==> config.mk <==
export PLATFORM = sky130hd
export DESIGN_NAME = pdma_top
export DESIGN_NICKNAME = d
export VERILOG_FILES = /design/src/pdma_pkg.sv /design/src/pdma_arb.sv /design/src/pdma_chan.sv /design/src/pdma_top.sv
export SDC_FILE = /design/constraint.sdc
export NUM_CORES = 2
export LEC_CHECK = 0
export BUFFER_PORTS_ARGS = -buffer_cell sky130_fd_sc_hd__buf_2
export CAP_MARGIN = 20
export CORE_MARGIN = 2
export CORE_UTILIZATION = 35
export DETAILED_ROUTE_END_ITERATION = 12
export HOLD_SLACK_MARGIN = 0.06
export PLACE_DENSITY = 0.57
export SYNTH_ARGS = -nofsm -noshare
export SYNTH_HDL_FRONTEND = slang
export SYNTH_SLANG_ARGS = --single-unit
==> constraint.sdc <==
create_clock -name aclk -period 6.5 [get_ports aclk]
set_input_delay 0 -clock aclk [delete_from_list [all_inputs] [get_ports aclk]]
set_output_delay 0 -clock aclk [all_outputs]
set_load 0.02 [all_outputs]
==> src/pdma_pkg.sv <==
// Purpose: shared constants for the eight-channel peripheral dma block
// Assumes: 16-bit channel registers held in the low half of 32-bit bus words
// Notes:   register map, control field positions, engine states
package pdma_pkg;
   localparam int NCH  = 8;
   localparam int NREQ = 128;
   localparam int AW   = 9;
   localparam int CW   = 10;

   // channel window: channel number in addr[7:5], register index in addr[4:2]
   localparam int CH_LSB   = 5;
   localparam int IDX_LSB  = 2;
   localparam logic [AW-1:0] OFF_SHARED_A = 9'h100;
   localparam logic [AW-1:0] OFF_SHARED_B = 9'h104;

   localparam logic [2:0] RI_CON = 3'h0;
   localparam logic [2:0] RI_REQ = 3'h1;
   localparam logic [2:0] RI_STA = 3'h2;
   localparam logic [2:0] RI_STB = 3'h3;
   localparam logic [2:0] RI_PAD = 3'h4;
   localparam logic [2:0] RI_CNT = 3'h5;

   // channel_control fields; B_FORCE is the force bit of the request-select register
   localparam int B_CHANNEL_ON_BIT   = 15;
   localparam int B_SIZE   = 14;
   localparam int B_DIR    = 13;
   localparam int B_HALF   = 12;
   localparam int B_NULL_WRITE_SELECT  = 11;
   localparam int AM_LSB   = 4;
   localparam int B_ONESHOT = 0;
   localparam int B_PP     = 1;
   localparam int B_FORCE  = 15;

   localparam logic [15:0] CON_MASK = 16'hf833;
   localparam logic [15:0] REQ_MASK = 16'h807f;
   localparam logic [15:0] CNT_MASK = 16'h03ff;
   localparam logic [15:0] ALL_MASK = 16'hffff;
   localparam logic [15:0] RST_REG  = 16'h0000;

   localparam logic [1:0] AM_INC   = 2'h0;
   localparam logic [1:0] AM_NOINC = 2'h1;
   localparam logic [1:0] AM_PIA   = 2'h2;

   localparam logic [1:0] RESP_OK  = 2'h0;
   localparam logic [1:0] RESP_ERR = 2'h2;

   typedef enum logic [1:0] {
      ST_IDLE = 2'b00,
      ST_RD   = 2'b01,
      ST_CAP  = 2'b11,
      ST_WR   = 2'b10
   } pdma_state_t;

   // byte-lane merge of a software write, unimplemented bits forced to zero
   function automatic logic [15:0] merge(input logic [15:0] old_v,
                                         input logic [15:0] new_v,
                                         input logic [1:0]  strb,
                                         input logic [15:0] mask);
      logic [15:0] r;
      r = old_v;
      if (strb[0]) r[7:0]  = new_v[7:0];
      if (strb[1]) r[15:8] = new_v[15:8];
      return r & mask;
   endfunction : merge
endpackage : pdma_pkg

==> src/pdma_arb.sv <==
// Purpose: fixed-priority pick of the next ready channel
// Assumes: lower channel number wins
// Notes:   purely combinational
`timescale 1ns/1ps
module pdma_arb #(
   parameter int NCH = pdma_pkg::NCH
) (
   input  wire logic [NCH-1:0]         req,
   output logic                        any,
   output logic [$clog2(NCH)-1:0]      gnt
);
   import pdma_pkg::*;
   always_comb begin
      any = 1'b0;
      gnt = '0;
      for (int i = NCH - 1; i >= 0; i--) begin
         if (req[i]) begin
            any = 1'b1;
            gnt = ($clog2(NCH))'(i);
         end
      end
   end
endmodule : pdma_arb

==> src/pdma_chan.sv <==
// Purpose: one dma channel: its registers, trigger capture and block progress
// Assumes: per_req lines are one-cycle pulses from logic on aclk
// Notes:   software writes win over hardware clears in the same cycle
`timescale 1ns/1ps
module pdma_chan #(
   parameter int NREQ = pdma_pkg::NREQ
) (
   input  wire logic             aclk,
   input  wire logic             aresetn,
   input  wire logic             wr_en,
   input  wire logic [2:0]       wr_idx,
   input  wire logic [15:0]      wr_data,
   input  wire logic [1:0]       wr_strb,
   input  wire logic [NREQ-1:0]  per_req,
   input  wire logic             xfer_done,
   output logic [15:0]           con_q,
   output logic [15:0]           reqsel_q,
   output logic [15:0]           sta_q,
   output logic [15:0]           stb_q,
   output logic [15:0]           pad_q,
   output logic [15:0]           cnt_q,
   output logic [9:0]            idx_q,
   output logic                  buf_b_q,
   output logic                  rdy,
   output logic                  irq_q
);
   import pdma_pkg::*;
   logic        channel_on_bit;
   logic        hit;
   logic        last;
   logic        pend_q;
   logic        stop;
   logic [10:0] moved;
   logic [10:0] half_pt;

   assign channel_on_bit    = con_q[B_CHANNEL_ON_BIT];
   assign hit     = per_req[reqsel_q[6:0]];
   assign last    = (idx_q == cnt_q[9:0]);
   assign moved   = {1'b0, idx_q} + 11'h001;
   assign half_pt = 11'(({1'b0, cnt_q[9:0]} + 11'h002) >> 1);
   assign stop    = xfer_done & last & con_q[B_ONESHOT] & (~con_q[B_PP] | buf_b_q);
   assign rdy     = channel_on_bit & (pend_q | reqsel_q[B_FORCE]);

   always_ff @(posedge aclk) begin
      if (!aresetn) begin
         con_q    <= RST_REG;
         reqsel_q <= RST_REG;
         sta_q    <= RST_REG;
         stb_q    <= RST_REG;
         pad_q    <= RST_REG;
         cnt_q    <= RST_REG;
      end else begin
         if (stop)
            con_q[B_CHANNEL_ON_BIT] <= 1'b0;
         if (xfer_done)
            reqsel_q[B_FORCE] <= 1'b0;
         if (wr_en) begin
            case (wr_idx)
               RI_CON: con_q <= merge(con_q, wr_data, wr_strb, CON_MASK);
               RI_REQ: reqsel_q <= merge(reqsel_q, wr_data, wr_strb, REQ_MASK) |
                                   {reqsel_q[B_FORCE] & ~xfer_done, 15'h0000};
               RI_STA: sta_q <= merge(sta_q, wr_data, wr_strb, ALL_MASK);
               RI_STB: stb_q <= merge(stb_q, wr_data, wr_strb, ALL_MASK);
               RI_PAD: pad_q <= merge(pad_q, wr_data, wr_strb, ALL_MASK);
               RI_CNT: cnt_q <= merge(cnt_q, wr_data, wr_strb, CNT_MASK);
               default: ;
            endcase
         end
      end
   end

   always_ff @(posedge aclk) begin
      if (!aresetn || !channel_on_bit) begin
         idx_q   <= 10'h000;
         buf_b_q <= 1'b0;
      end else if (xfer_done) begin
         if (last) begin
            idx_q <= 10'h000;
            if (con_q[B_PP])
               buf_b_q <= ~buf_b_q;
         end else begin
            idx_q <= idx_q + 10'h001;
         end
      end
   end

   // a request in the cycle its transfer ends is kept
   always_ff @(posedge aclk) begin
      if (!aresetn)
         pend_q <= 1'b0;
      else
         pend_q <= channel_on_bit & (hit | (pend_q & ~xfer_done));
   end

   always_ff @(posedge aclk) begin
      if (!aresetn)
         irq_q <= 1'b0;
      else
         irq_q <= xfer_done & (con_q[B_HALF] ? (moved == half_pt) : last);
   end
endmodule : pdma_chan

==> src/pdma_top.sv <==
// Purpose: eight-channel peripheral dma with an axi4-lite register slave
// Assumes: ram and peripheral ports return read data one cycle after re
// Notes:   one transfer in flight at a time across all channels
// Operation
// - eight independent channels, each own registers
// - direction bit picks ram-to-peripheral or reverse
// - size bit one byte, zero word
// - transfers use a dedicated bus
// - interrupt at block end or half
// - half bit selects interrupt point
// - addressing field picks ram address mode
// - peripheral-indirect address from requesting peripheral
// - one-shot stops after the block
// - continuous reloads start address, keeps running
// - ping-pong alternates primary and secondary buffers
// - start by peripheral request or software
// - trigger chosen from peripheral request numbers
// - ten-bit count, sixteen-bit other registers
// - two shared status registers for all
// - force does one transfer, hardware clears
// - seven-bit field selects request number
//
// The register addresses and register access over AXI4-Lite were decided locally.
`timescale 1ns/1ps
module pdma_top #(
   parameter int NCH  = pdma_pkg::NCH,
   parameter int NREQ = pdma_pkg::NREQ
) (
   input  wire logic                 aclk,
   input  wire logic                 aresetn,
   input  wire logic [pdma_pkg::AW-1:0] s_axi_awaddr,
   input  wire logic                 s_axi_awvalid,
   output logic                      s_axi_awready,
   input  wire logic [31:0]          s_axi_wdata,
   input  wire logic [3:0]           s_axi_wstrb,
   input  wire logic                 s_axi_wvalid,
   output logic                      s_axi_wready,
   output logic [1:0]                s_axi_bresp,
   output logic                      s_axi_bvalid,
   input  wire logic                 s_axi_bready,
   input  wire logic [pdma_pkg::AW-1:0] s_axi_araddr,
   input  wire logic                 s_axi_arvalid,
   output logic                      s_axi_arready,
   output logic [31:0]               s_axi_rdata,
   output logic [1:0]                s_axi_rresp,
   output logic                      s_axi_rvalid,
   input  wire logic                 s_axi_rready,
   input  wire logic [NREQ-1:0]      per_req,
   input  wire logic [15:0]          per_ind_addr,
   output logic [15:0]               per_addr,
   output logic                      per_re,
   output logic                      per_we,
   output logic [15:0]               per_wdata,
   output logic                      per_byte,
   input  wire logic [15:0]          per_rdata,
   output logic [15:0]               ram_addr,
   output logic                      ram_re,
   output logic                      ram_we,
   output logic [15:0]               ram_wdata,
   output logic                      ram_byte,
   input  wire logic [15:0]          ram_rdata,
   output logic [NCH-1:0]            dma_irq
);
   import pdma_pkg::*;
   localparam int CHW = $clog2(NCH);

   // register decode: {mapped, shared, shared_b, channel, index}
   function automatic logic [8:0] decode(input logic [AW-1:0] a);
      logic [8:0] r;
      r = '0;
      if (a[AW-1:2] == OFF_SHARED_A[AW-1:2])
         r = {1'b1, 1'b1, 1'b0, 6'h00};
      else if (a[AW-1:2] == OFF_SHARED_B[AW-1:2])
         r = {1'b1, 1'b1, 1'b1, 6'h00};
      else if (!a[AW-1] && a[4:2] <= RI_CNT)
         r = {1'b1, 1'b0, 1'b0, a[7:5], a[4:2]};
      return r;
   endfunction : decode

   logic [NCH-1:0][15:0] con;
   logic [NCH-1:0][15:0] reqsel;
   logic [NCH-1:0][15:0] sta;
   logic [NCH-1:0][15:0] stb;
   logic [NCH-1:0][15:0] pad;
   logic [NCH-1:0][15:0] cnt;
   logic [NCH-1:0][9:0]  idx;
   logic [NCH-1:0]       buf_b;
   logic [NCH-1:0]       rdy;
   logic [NCH-1:0]       xfer_done;
   logic                 any;
   logic [CHW-1:0]       gnt;

   // axi write side
   logic                 aw_full_q;
   logic                 w_full_q;
   logic [AW-1:0]        aw_addr_q;
   logic [15:0]          w_data_q;
   logic [1:0]           w_strb_q;
   logic                 aw_full_d;
   logic                 w_full_d;
   logic                 do_wr;
   logic [8:0]           wdec;
   // axi read side
   logic                 ar_full_q;
   logic [AW-1:0]        ar_addr_q;
   logic                 ar_full_d;
   logic                 do_rd;
   logic [8:0]           rdec;
   logic [15:0]          rd_val;

   // engine
   pdma_state_t          state_q;
   logic [CHW-1:0]       cur_q;
   logic [CHW-1:0]       last_ch_q;
   logic                 dir_q;
   logic                 size_q;
   logic                 null_write_select_q;
   logic [15:0]          ram_a;
   logic [15:0]          base;
   logic [15:0]          cap;

   assign do_wr     = aw_full_q & w_full_q & ~s_axi_bvalid;
   assign aw_full_d = do_wr ? 1'b0 : (aw_full_q | (s_axi_awvalid & s_axi_awready));
   assign w_full_d  = do_wr ? 1'b0 : (w_full_q | (s_axi_wvalid & s_axi_wready));
   assign wdec      = decode(aw_addr_q);
   assign do_rd     = ar_full_q & ~s_axi_rvalid;
   assign ar_full_d = do_rd ? 1'b0 : (ar_full_q | (s_axi_arvalid & s_axi_arready));
   assign rdec      = decode(ar_addr_q);

   always_ff @(posedge aclk) begin
      if (!aresetn) begin
         aw_full_q     <= 1'b0;
         w_full_q      <= 1'b0;
         aw_addr_q     <= '0;
         w_data_q      <= 16'h0000;
         w_strb_q      <= 2'h0;
         s_axi_awready <= 1'b0;
         s_axi_wready  <= 1'b0;
         s_axi_bvalid  <= 1'b0;
         s_axi_bresp   <= RESP_OK;
      end else begin
         aw_full_q     <= aw_full_d;
         w_full_q      <= w_full_d;
         s_axi_awready <= ~aw_full_d;
         s_axi_wready  <= ~w_full_d;
         if (s_axi_awvalid && s_axi_awready)
            aw_addr_q <= s_axi_awaddr;
         if (s_axi_wvalid && s_axi_wready) begin
            w_data_q <= s_axi_wdata[15:0];
            w_strb_q <= s_axi_wstrb[1:0];
         end
         if (do_wr) begin
            s_axi_bvalid <= 1'b1;
            // shared status is read-only, so writes there are refused
            s_axi_bresp  <= (wdec[8] && !wdec[7]) ? RESP_OK : RESP_ERR;
         end else if (s_axi_bready) begin
            s_axi_bvalid <= 1'b0;
         end
      end
   end

   always_comb begin
      rd_val = 16'h0000;
      if (rdec[7]) begin
         if (rdec[6])
            rd_val = {5'h00, 3'(last_ch_q), 8'(rdy)};
         else
            rd_val = {8'h00, 8'(buf_b)};
      end else begin
         case (rdec[2:0])
            RI_CON:  rd_val = con[rdec[3+:CHW]];
            RI_REQ:  rd_val = reqsel[rdec[3+:CHW]];
            RI_STA:  rd_val = sta[rdec[3+:CHW]];
            RI_STB:  rd_val = stb[rdec[3+:CHW]];
            RI_PAD:  rd_val = pad[rdec[3+:CHW]];
            RI_CNT:  rd_val = cnt[rdec[3+:CHW]];
            default: rd_val = 16'h0000;
         endcase
      end
   end

   always_ff @(posedge aclk) begin
      if (!aresetn) begin
         ar_full_q     <= 1'b0;
         ar_addr_q     <= '0;
         s_axi_arready <= 1'b0;
         s_axi_rvalid  <= 1'b0;
         s_axi_rdata   <= 32'h0000_0000;
         s_axi_rresp   <= RESP_OK;
      end else begin
         ar_full_q     <= ar_full_d;
         s_axi_arready <= ~ar_full_d;
         if (s_axi_arvalid && s_axi_arready)
            ar_addr_q <= s_axi_araddr;
         if (do_rd) begin
            s_axi_rvalid <= 1'b1;
            s_axi_rdata  <= {16'h0000, rdec[8] ? rd_val : 16'h0000};
            s_axi_rresp  <= rdec[8] ? RESP_OK : RESP_ERR;
         end else if (s_axi_rready) begin
            s_axi_rvalid <= 1'b0;
         end
      end
   end

   for (genvar g = 0; g < NCH; g++) begin : g_ch
      pdma_chan #(.NREQ(NREQ)) u_chan (
         .aclk      (aclk),
         .aresetn   (aresetn),
         .wr_en     (do_wr && wdec[8] && !wdec[7] && wdec[3+:CHW] == CHW'(g)),
         .wr_idx    (wdec[2:0]),
         .wr_data   (w_data_q),
         .wr_strb   (w_strb_q),
         .per_req   (per_req),
         .xfer_done (xfer_done[g]),
         .con_q     (con[g]),
         .reqsel_q  (reqsel[g]),
         .sta_q     (sta[g]),
         .stb_q     (stb[g]),
         .pad_q     (pad[g]),
         .cnt_q     (cnt[g]),
         .idx_q     (idx[g]),
         .buf_b_q   (buf_b[g]),
         .rdy       (rdy[g]),
         .irq_q     (dma_irq[g])
      );
      assign xfer_done[g] = (state_q == ST_WR) && (cur_q == CHW'(g));
   end

   pdma_arb #(.NCH(NCH)) u_arb (
      .req (rdy),
      .any (any),
      .gnt (gnt)
   );

   assign base = buf_b[gnt] ? stb[gnt] : sta[gnt];

   always_comb begin
      case (con[gnt][AM_LSB+:2])
         AM_INC:  ram_a = base + (con[gnt][B_SIZE] ? 16'(idx[gnt]) : {5'h00, idx[gnt], 1'b0});
         AM_PIA:  ram_a = base + per_ind_addr;
         default: ram_a = base;
      endcase
   end

   assign cap = size_q ? {8'h00, (dir_q ? ram_rdata[7:0] : per_rdata[7:0])}
                       : (dir_q ? ram_rdata : per_rdata);

   always_ff @(posedge aclk) begin
      if (!aresetn) begin
         state_q   <= ST_IDLE;
         cur_q     <= '0;
         last_ch_q <= '0;
         dir_q     <= 1'b0;
         size_q    <= 1'b0;
         null_write_select_q   <= 1'b0;
         ram_addr  <= 16'h0000;
         per_addr  <= 16'h0000;
         ram_re    <= 1'b0;
         per_re    <= 1'b0;
         ram_we    <= 1'b0;
         per_we    <= 1'b0;
         ram_wdata <= 16'h0000;
         per_wdata <= 16'h0000;
         ram_byte  <= 1'b0;
         per_byte  <= 1'b0;
      end else begin
         case (state_q)
            ST_IDLE: begin
               if (any) begin
                  cur_q    <= gnt;
                  dir_q    <= con[gnt][B_DIR];
                  size_q   <= con[gnt][B_SIZE];
                  null_write_select_q  <= con[gnt][B_NULL_WRITE_SELECT];
                  ram_addr <= ram_a;
                  per_addr <= pad[gnt];
                  ram_byte <= con[gnt][B_SIZE];
                  per_byte <= con[gnt][B_SIZE];
                  ram_re   <= con[gnt][B_DIR];
                  per_re   <= ~con[gnt][B_DIR];
                  state_q  <= ST_RD;
               end
            end
            ST_RD: begin
               ram_re  <= 1'b0;
               per_re  <= 1'b0;
               state_q <= ST_CAP;
            end
            ST_CAP: begin
               ram_wdata <= cap;
               per_wdata <= dir_q ? cap : 16'h0000;
               ram_we    <= ~dir_q;
               per_we    <= dir_q | null_write_select_q;
               state_q   <= ST_WR;
            end
            ST_WR: begin
               ram_we    <= 1'b0;
               per_we    <= 1'b0;
               last_ch_q <= cur_q;
               state_q   <= ST_IDLE;
            end
            default: state_q <= ST_IDLE;
         endcase
      end
   end
endmodule : pdma_top

; ---- Word-level counts from Yosys, hierarchy flattened
; Index checks and enable logic that the tools add are counted.
; W data, S select, Z words.
[word_totals]
reg_bits = 911
out_inout_bits = 119
word_cells = 783
[classes]
addsub = 26
order_cmp = 12
n_eq_ne = 57
muxes = 234
bitwise = 137
reduce_logical = 152
[op_table]
columns = op, n
row1 = $mux W16, 47
row2 = $bmux W16 S3, 10
row3 = $mux W8, 41
row4 = $reduce_and A3 Y1, 88
row5 = $mux W7, 32
row6 = $or A16 B16 Y16, 8
row7 = $pmux W16 S6, 1
row8 = $mux W10, 9
row9 = $add A10 B1 Y11 const B, 8
row10 = $add A10 B2 Y11 const B, 8
row11 = $eq A11 B10 Y1, 8
row12 = $add A10 B1 Y10 const B, 8
row13 = $eq A10 B10 Y1, 8
row14 = $and A1 B1 Y1, 70
row15 = $lt A7 B8 Y1 const B, 8
row16 = $bmux W1 S7, 8
row17 = $mux W9, 6
row18 = $mux W1, 50
row19 = $mux W6, 8
row20 = $eq A3 B3 Y1 const B, 12
row21 = $pmux W16 S2, 1
row22 = $not A1 Y1, 31
row23 = $bmux W10 S3, 1
row24 = $eq A7 B7 Y1 const B, 4
row25 = other kinds (25), 143

; ---- Depth between registers and ports, before layout
[logic_depth]
ltp_word = 15
mapped_depth = 23

; ---- Modules after synthesis
; From an unflattened synthesis, not the netlist that was laid out.
[unflattened]
hier_cells = 6267
area_unflattened_um2 = 59838.6
[by_module_without_submodules]
columns = module, instances, cells_per_inst, area_each_um2, seq_area_each_um2
row1 = pdma_chan (g_ch[0].u_chan ...), 6, 539, 5328.9, 1761.7
row2 = pdma_top, 1, 1940, 17050.1, 2742.6
row3 = pdma_chan (g_ch[6].u_chan ...), 2, 540, 5367.6, 1761.7
row4 = pdma_arb, 1, 13, 80.1, 0.0

; ---- Worst setup path after synthesis
; No wires, ideal clock.
[synth_timing]
path_kind = reg-to-reg
startpoint = register g_ch[3].u_chan.pend_q
endpoint = register ram_addr[14]
setup_ns = 0.133
arrival_time_ns = 5.065
path_slack_ns = 1.303
path_stages_with_launch = 21
n_path_buf = 2
period_less_slack_ns = 5.197
path_cell_list = dfxtp_1 -> o21a_1 -> or2_1 -> o21ai_4 -> buf_6 -> buf_4 -> mux4_2 -> mux2_2 -> mux2i_1 -> inv_1 -> ha_1 -> fa_1 -> a21o_1 -> a21o_1 -> a2111oi_0 -> o31ai_1 -> o41ai_1 -> mux2i_1 -> o21ai_0 -> o21a_1 -> a21oi_1
[synth_between]
elab_chain_len = 11
word_cells_on_any_way = 28
cone_classes = add/sub: 2 / eq/ne: 1 / mux: 21 / bitwise: 2 / reduce/logical: 2
[synth_lines]
columns = item, line_no
row1 = from (decl), pdma_chan.sv:31  ; logic pend_q;
row2 = from (signal assigned), pdma_chan.sv:92  ; pend_q <= channel_on_bit & (hit | (pend_q & ~xfer_done));
row3 = $or A1 B1 Y1 (*), pdma_chan.sv:42  ; assign rdy = channel_on_bit & (pend_q | reqsel_q[B_FORCE]);
row4 = $and A1 B1 Y1 (*), pdma_chan.sv:42
row5 = $mux W3 (4 in a row), pdma_arb.sv:17  ; if (req[i]) begin
row6 = $bmux W16 S3 (tied with other cells), pdma_top.sv:235  ; assign base = buf_b[gnt] ? stb[gnt] : sta[gnt];
row7 = $mux W16 (implied by the code) (tied with other cells), pdma_top.sv:235
row8 = $mux W16 or $mux W11 (tied branches), "pdma_top.sv:235, pdma_top.sv:239"
row9 = $add A16 B16 Y16 or $add A16 B11 Y16 (tied branches), "pdma_top.sv:240, pdma_top.sv:239"
row10 = $pmux W16 S2, pdma_top.sv:238  ; case (con[gnt][AM_LSB+:2])
row11 = to (signal assigned), pdma_top.sv:274  ; ram_addr <= ram_a;
row12 = to (decl), pdma_top.sv:56  ; output logic [15:0] ram_addr,
; Every way passes the cells marked *; elsewhere a longest branch is shown, timed or not. The select of a mux whose other input is x is not followed.
; A chain may end at the register's enable or synchronous reset.

; ---- Worst setup path in the final report
[layout_timing]
startpoint = register g_ch[6].u_chan.reqsel_q[15]
endpoint = register ram_addr[14]
[layout_between]
elab_chain_len = 14
word_cells_on_any_way = 34
cone_classes = add/sub: 2 / eq/ne: 1 / mux: 27 / bitwise: 2 / reduce/logical: 2
[layout_lines]
columns = item, line_no
row1 = from (decl), pdma_chan.sv:17  ; output logic [15:0] reqsel_q,
row2 = from (signal assigned), pdma_chan.sv:60  ; RI_REQ: reqsel_q <= merge(reqsel_q, wr_data, wr_strb, REQ_MASK) |
row3 = $or A1 B1 Y1 (*), pdma_chan.sv:42
row4 = $and A1 B1 Y1 (*), pdma_chan.sv:42
row5 = $mux W3 (7 in a row), pdma_arb.sv:17
row6 = $bmux W16 S3 (tied with other cells), pdma_top.sv:235
row7 = $mux W16 (implied by the code) (tied with other cells), pdma_top.sv:235
row8 = $mux W16 or $mux W11 (tied branches), "pdma_top.sv:235, pdma_top.sv:239"
row9 = $add A16 B16 Y16 or $add A16 B11 Y16 (tied branches), "pdma_top.sv:240, pdma_top.sv:239"
row10 = $pmux W16 S2, pdma_top.sv:238
; Marked as above.

==> run_results.csv <==
group,metric,value,unit
outcome,status,"finished clean",
finish,syn_to_final_growth,15.9,%
yosys,yosysSeqAreaShare,31.5,%
clock_network,tritoncts,"done",
worst_setup_path,critPathMaxStageDelay,0.56,ns
routing,drtIter0Drc,5890,
clock_network,numCtsBuffers,96,
worst_setup_path,r2r-end,"ram_addr[14]",
worst_setup_path,critPathLaunch,"g_ch[6].u_chan.reqsel_q[15]",
worst_hold_path,min_path_type,"input port to register",
yosys,synthArstFlopShare,0,%
routing,drc_errors,0,
floorplan,die_area,156000,µm²
yosys,synthDistinctLibCells,75,
grt,first_global_vias,45169,
grt,track_usage,25.8,%
worst_setup_path,crit_path_end_kind,"register",
sta,period_share,96.7,%
worst_setup_path,r2r_start,"g_ch[6].u_chan.reqsel_q[15]",
worst_setup_path,crit_chain,"o21ai_1 > a211oi_2 > o21ai_2 > and2_4 > buf_4 > mux4_2 > mux2_2 > mux2i_1 > inv_1 > fa_1 > a21o_1 > a21o_1 > a2111oi_0 > buf_4 > o31ai_1 > o41ai_1 > buf_4 > mux2i_1 > o21ai_0 > o21a_1 > a21oi_1",
worst_setup_path,crit_fanout,23,
power_and_ir_drop,power.density,194,nW/µm²
grt,grt_pass1_wl,306000,µm
clock_network,cts_resized,0,
placed_design,detailed_place_hpwl,142000,µm
worst_setup_path,required,7.14,ns
worst_setup_path,startpoint_type,"register",
clock_network,clock_latency,0.76,ns
worst_setup_path,crit_buf_inv,4,
floorplan,die_x,395,µm
sta,setup_violations,0,
floorplan,io_pins,356,
grt,grt_overflow,0,
placed_design,placed_area,56500,µm²
routing,routedWlPerCell,26.0,µm
finish,fin_nets,6069,
worst_setup_path,r2r_slack,0.22,ns
grt,antenna_found_initial,17,
worst_hold_path,whs_endpoint,"ram_wdata[3]",
worst_setup_path,crit_top_cell,"buf_4",
yosys,yosysTopAreaCellShare,31.5,%
routing,wirelength,206000,µm
clock_network,clockBufferDepth,3,
floorplan,core_area,152000,µm²
job,cap_viol_max_count,0,
yosys,synth_top_area_cell,"dfxtp_1",
routing,via_count,47818,
finish,fin_area,62000,µm²
sta,period_needed,6.28,ns
finish,drive_above_1_share,22.3,%
routing,drt_pass1_iterations,9,
yosys,yosysWarnings,0,
clock_network,cts_num_sinks,841,
power_and_ir_drop,peakVddDrop,0.195,mV
routing,viasPerCell,6.03,
floorplan,dieHeight,395,µm
worst_setup_path,worst-setup-path-type,"register to register",
yosys,ys_ff_latch,841,
clock_network,clkTransAtPathRegs,0.06,ns
worst_setup_path,critPathArrivalTime,6.92,ns
worst_hold_path,min_from,"per_rdata[3]",
sta,final.setup.tns,0,ns
routing,final_antenna_net_count,0,
worst_setup_path,cp_top_family,"compound AO/OA/AOI/OAI gates",
placed_design,place.port_buffers,315,
power_and_ir_drop,power.total,12.0,mW
sta,fmax,0.159,GHz
worst_hold_path,min_path_cells,4,
clock_network,root_buffer,"clkbuf_16",
yosys,synth-edff-count,0,
placed_design,place_congestion,0.954,
power_and_ir_drop,p_leak,21.0,nW
sta,final-hold-violation-count,0,
worst_setup_path,cp_slowest_cell,"and2_4",
sta,rsz0062_at_grt,"false",
finish,nFillCells,14687,
sta,fin_skew,0.0581,ns
worst_setup_path,reg2reg_depth,21,
yosys,yosys-top-cells-area,"dfxtp_1, mux4_2, mux2i_1",
sta,drv_slew,0,
sta,slew_headroom,16.9,%
grt,grt_max_degree,194,
yosys,syn_area,53500,µm²
sta,worstMarginPinSlew,1.23,ns
yosys,syn_inst,5611,
yosys,synthFlopType,"dfxtp_1",
floorplan,rows,143,
yosys,avgSynthCellArea,9.53,µm²
clock_network,htreeDepth,3,
floorplan,start_util,35.2,%
## logic make-up after synthesis
kind of cell | count (synthesis) | share of synthesized area [%]
buffers and inverters | 603 | 4.72
xor gates and xnor gates | 299 | 4.90
DFF | 841 | 31.5
and+or+nand+nor | 1928 | 15.9
AOI/OAI and AO/OA | 901 | 9.64
muxes | 1006 | 32.6
adders and majority gates | 32 | 0.763
other | 1 | 0.00701
## cells in the final DEF, fill, tap and decap left out, types with 20 or more instances in the layout
master,n
and3_1,83
a21oi_1,549
clkbuf_8,21
o21ai_0,124
buf_2,315
nor4_1,20
nand3_1,424
mux4_2,580
mux2i_1,372
dlygate4sd3_1,180
nor3b_1,38
xor2_1,83
a311oi_1,24
o22ai_1,27
buf_4,124
mux2_2,45
a22oi_1,40
inv_1,40
nand4_1,40
clkbuf_16,96
xnor2_1,216
nor2_1,548
dfxtp_1,823
nand2_1,668
a211oi_1,21
ha_1,31
## cells in the mapped netlist, drive strengths merged, types with 53 or more instances
cell type	number
dfxtp	841
nand2	672
buf	154
xor2	83
xnor2	216
and3	84
nand3	425
nor2	557
a21oi	551
clkbuf	408
mux4	580
o21ai	133
mux2	53
mux2i	373
## layout make-up
type	count	area [µm²]	area share, %
Clock buffer	133	2750	4.44
Inverter	41	161	0.260
Clock inverter	46	718	1.16
Sequential cell	841	16900	27.2
Antenna cell	13	32.5	0.0525
Multi-Input combinational cell	4184	34300	55.3
Timing Repair Buffer	636	4620	7.46
Tap cell	2030	2540	4.10
## layer usage
layer	GRT usage [%]	part of all wire (%)	up-vias
li1	-	-	20943
met1	35.4	41	23895
met2	39.7	45	2549
met3	4.96	9.5	423
met4	10.5	4.2	8
met5	0	0.026	-
## worst reg2reg max path, cell delays in order, from the launching register on
cell       delay [ns]
dfxtp_1          0.33
o21ai_1          0.29
a211oi_2         0.16
o21ai_2          0.28
and2_4           0.56
buf_4            0.46
mux4_2           0.36
mux2_2           0.27
mux2i_1          0.53
inv_1            0.20
fa_1             0.48
a21o_1           0.21
a21o_1           0.22
a2111oi_0        0.54
buf_4            0.21
o31ai_1          0.11
o41ai_1          0.26
buf_4            0.19
mux2i_1          0.17
o21ai_0          0.11
o21a_1           0.13
a21oi_1          0.12
## worst max-delay path by stage
| stage | endpoint | slack, ns | depth (start not counted) |
|---|---|---|---|
| after floorplan | ram_addr[14] | 1.30 | 20 |
| after global placement | ram_addr[14] | 0.34 | 20 |
| after detailed placement | ram_addr[14] | 0.25 | 20 |
| after CTS | ram_addr[14] | 0.17 | 20 |
| after global routing | ram_addr[14] | 0.10 | 21 |
| final | ram_addr[14] | 0.22 | 21 |
## stage by stage
step                      std cells  hold slack, ns  util, %  setup slack (ns)
final                          7924           0.101     40.8             0.218
after floorplan                5628           0.136        -              1.30
after detailed placement       7541           0.242     37.2             0.247
after global placement         7537           0.235     37.2             0.338
after CTS                      7900          0.0603     40.7             0.171
after global routing           7919           0.110     40.8             0.100
## power breakdown
part | total, mW | internal (mW) | switching, mW
Clock | 5.96 | 3.51 | 2.46
Sequential | 5.21 | 5.17 | 0.0431
Combinational | 0.869 | 0.350 | 0.519
## state kept, by name, summed over array words and instances, names as in the netlist, 2 cells and up, named ones only
| signal | count |
|---|---|
| per_wdata | 16 |
| g_ch.u_chan.con_q | 72 |
| g_ch.u_chan.cnt_q | 80 |
| g_ch.u_chan.buf_b_q | 8 |
| g_ch.u_chan.reqsel_q | 8 |
| aw_addr_q | 7 |
| state_q | 2 |
| ar_addr_q | 7 |
| cur_q | 3 |
| g_ch.u_chan.pad_q | 128 |
| ram_wdata | 16 |
| s_axi_rdata | 16 |
| g_ch.u_chan.stb_q | 128 |
| g_ch.u_chan.sta_q | 128 |
| g_ch.u_chan.idx_q | 80 |
| w_data_q | 16 |
| per_addr | 16 |
| g_ch.u_chan.pend_q | 8 |
| g_ch.u_chan.irq_q | 8 |
| w_strb_q | 2 |
| last_ch_q | 3 |
| ram_addr | 16 |
## repair_timing
item                                    CTS  global route
buffers inserted                          0             4
hold buffers                            180             0
endpoints found under the setup margin    0             1
hold endpoints to repair                 85             0
Power figures use the tool's default switching activity.
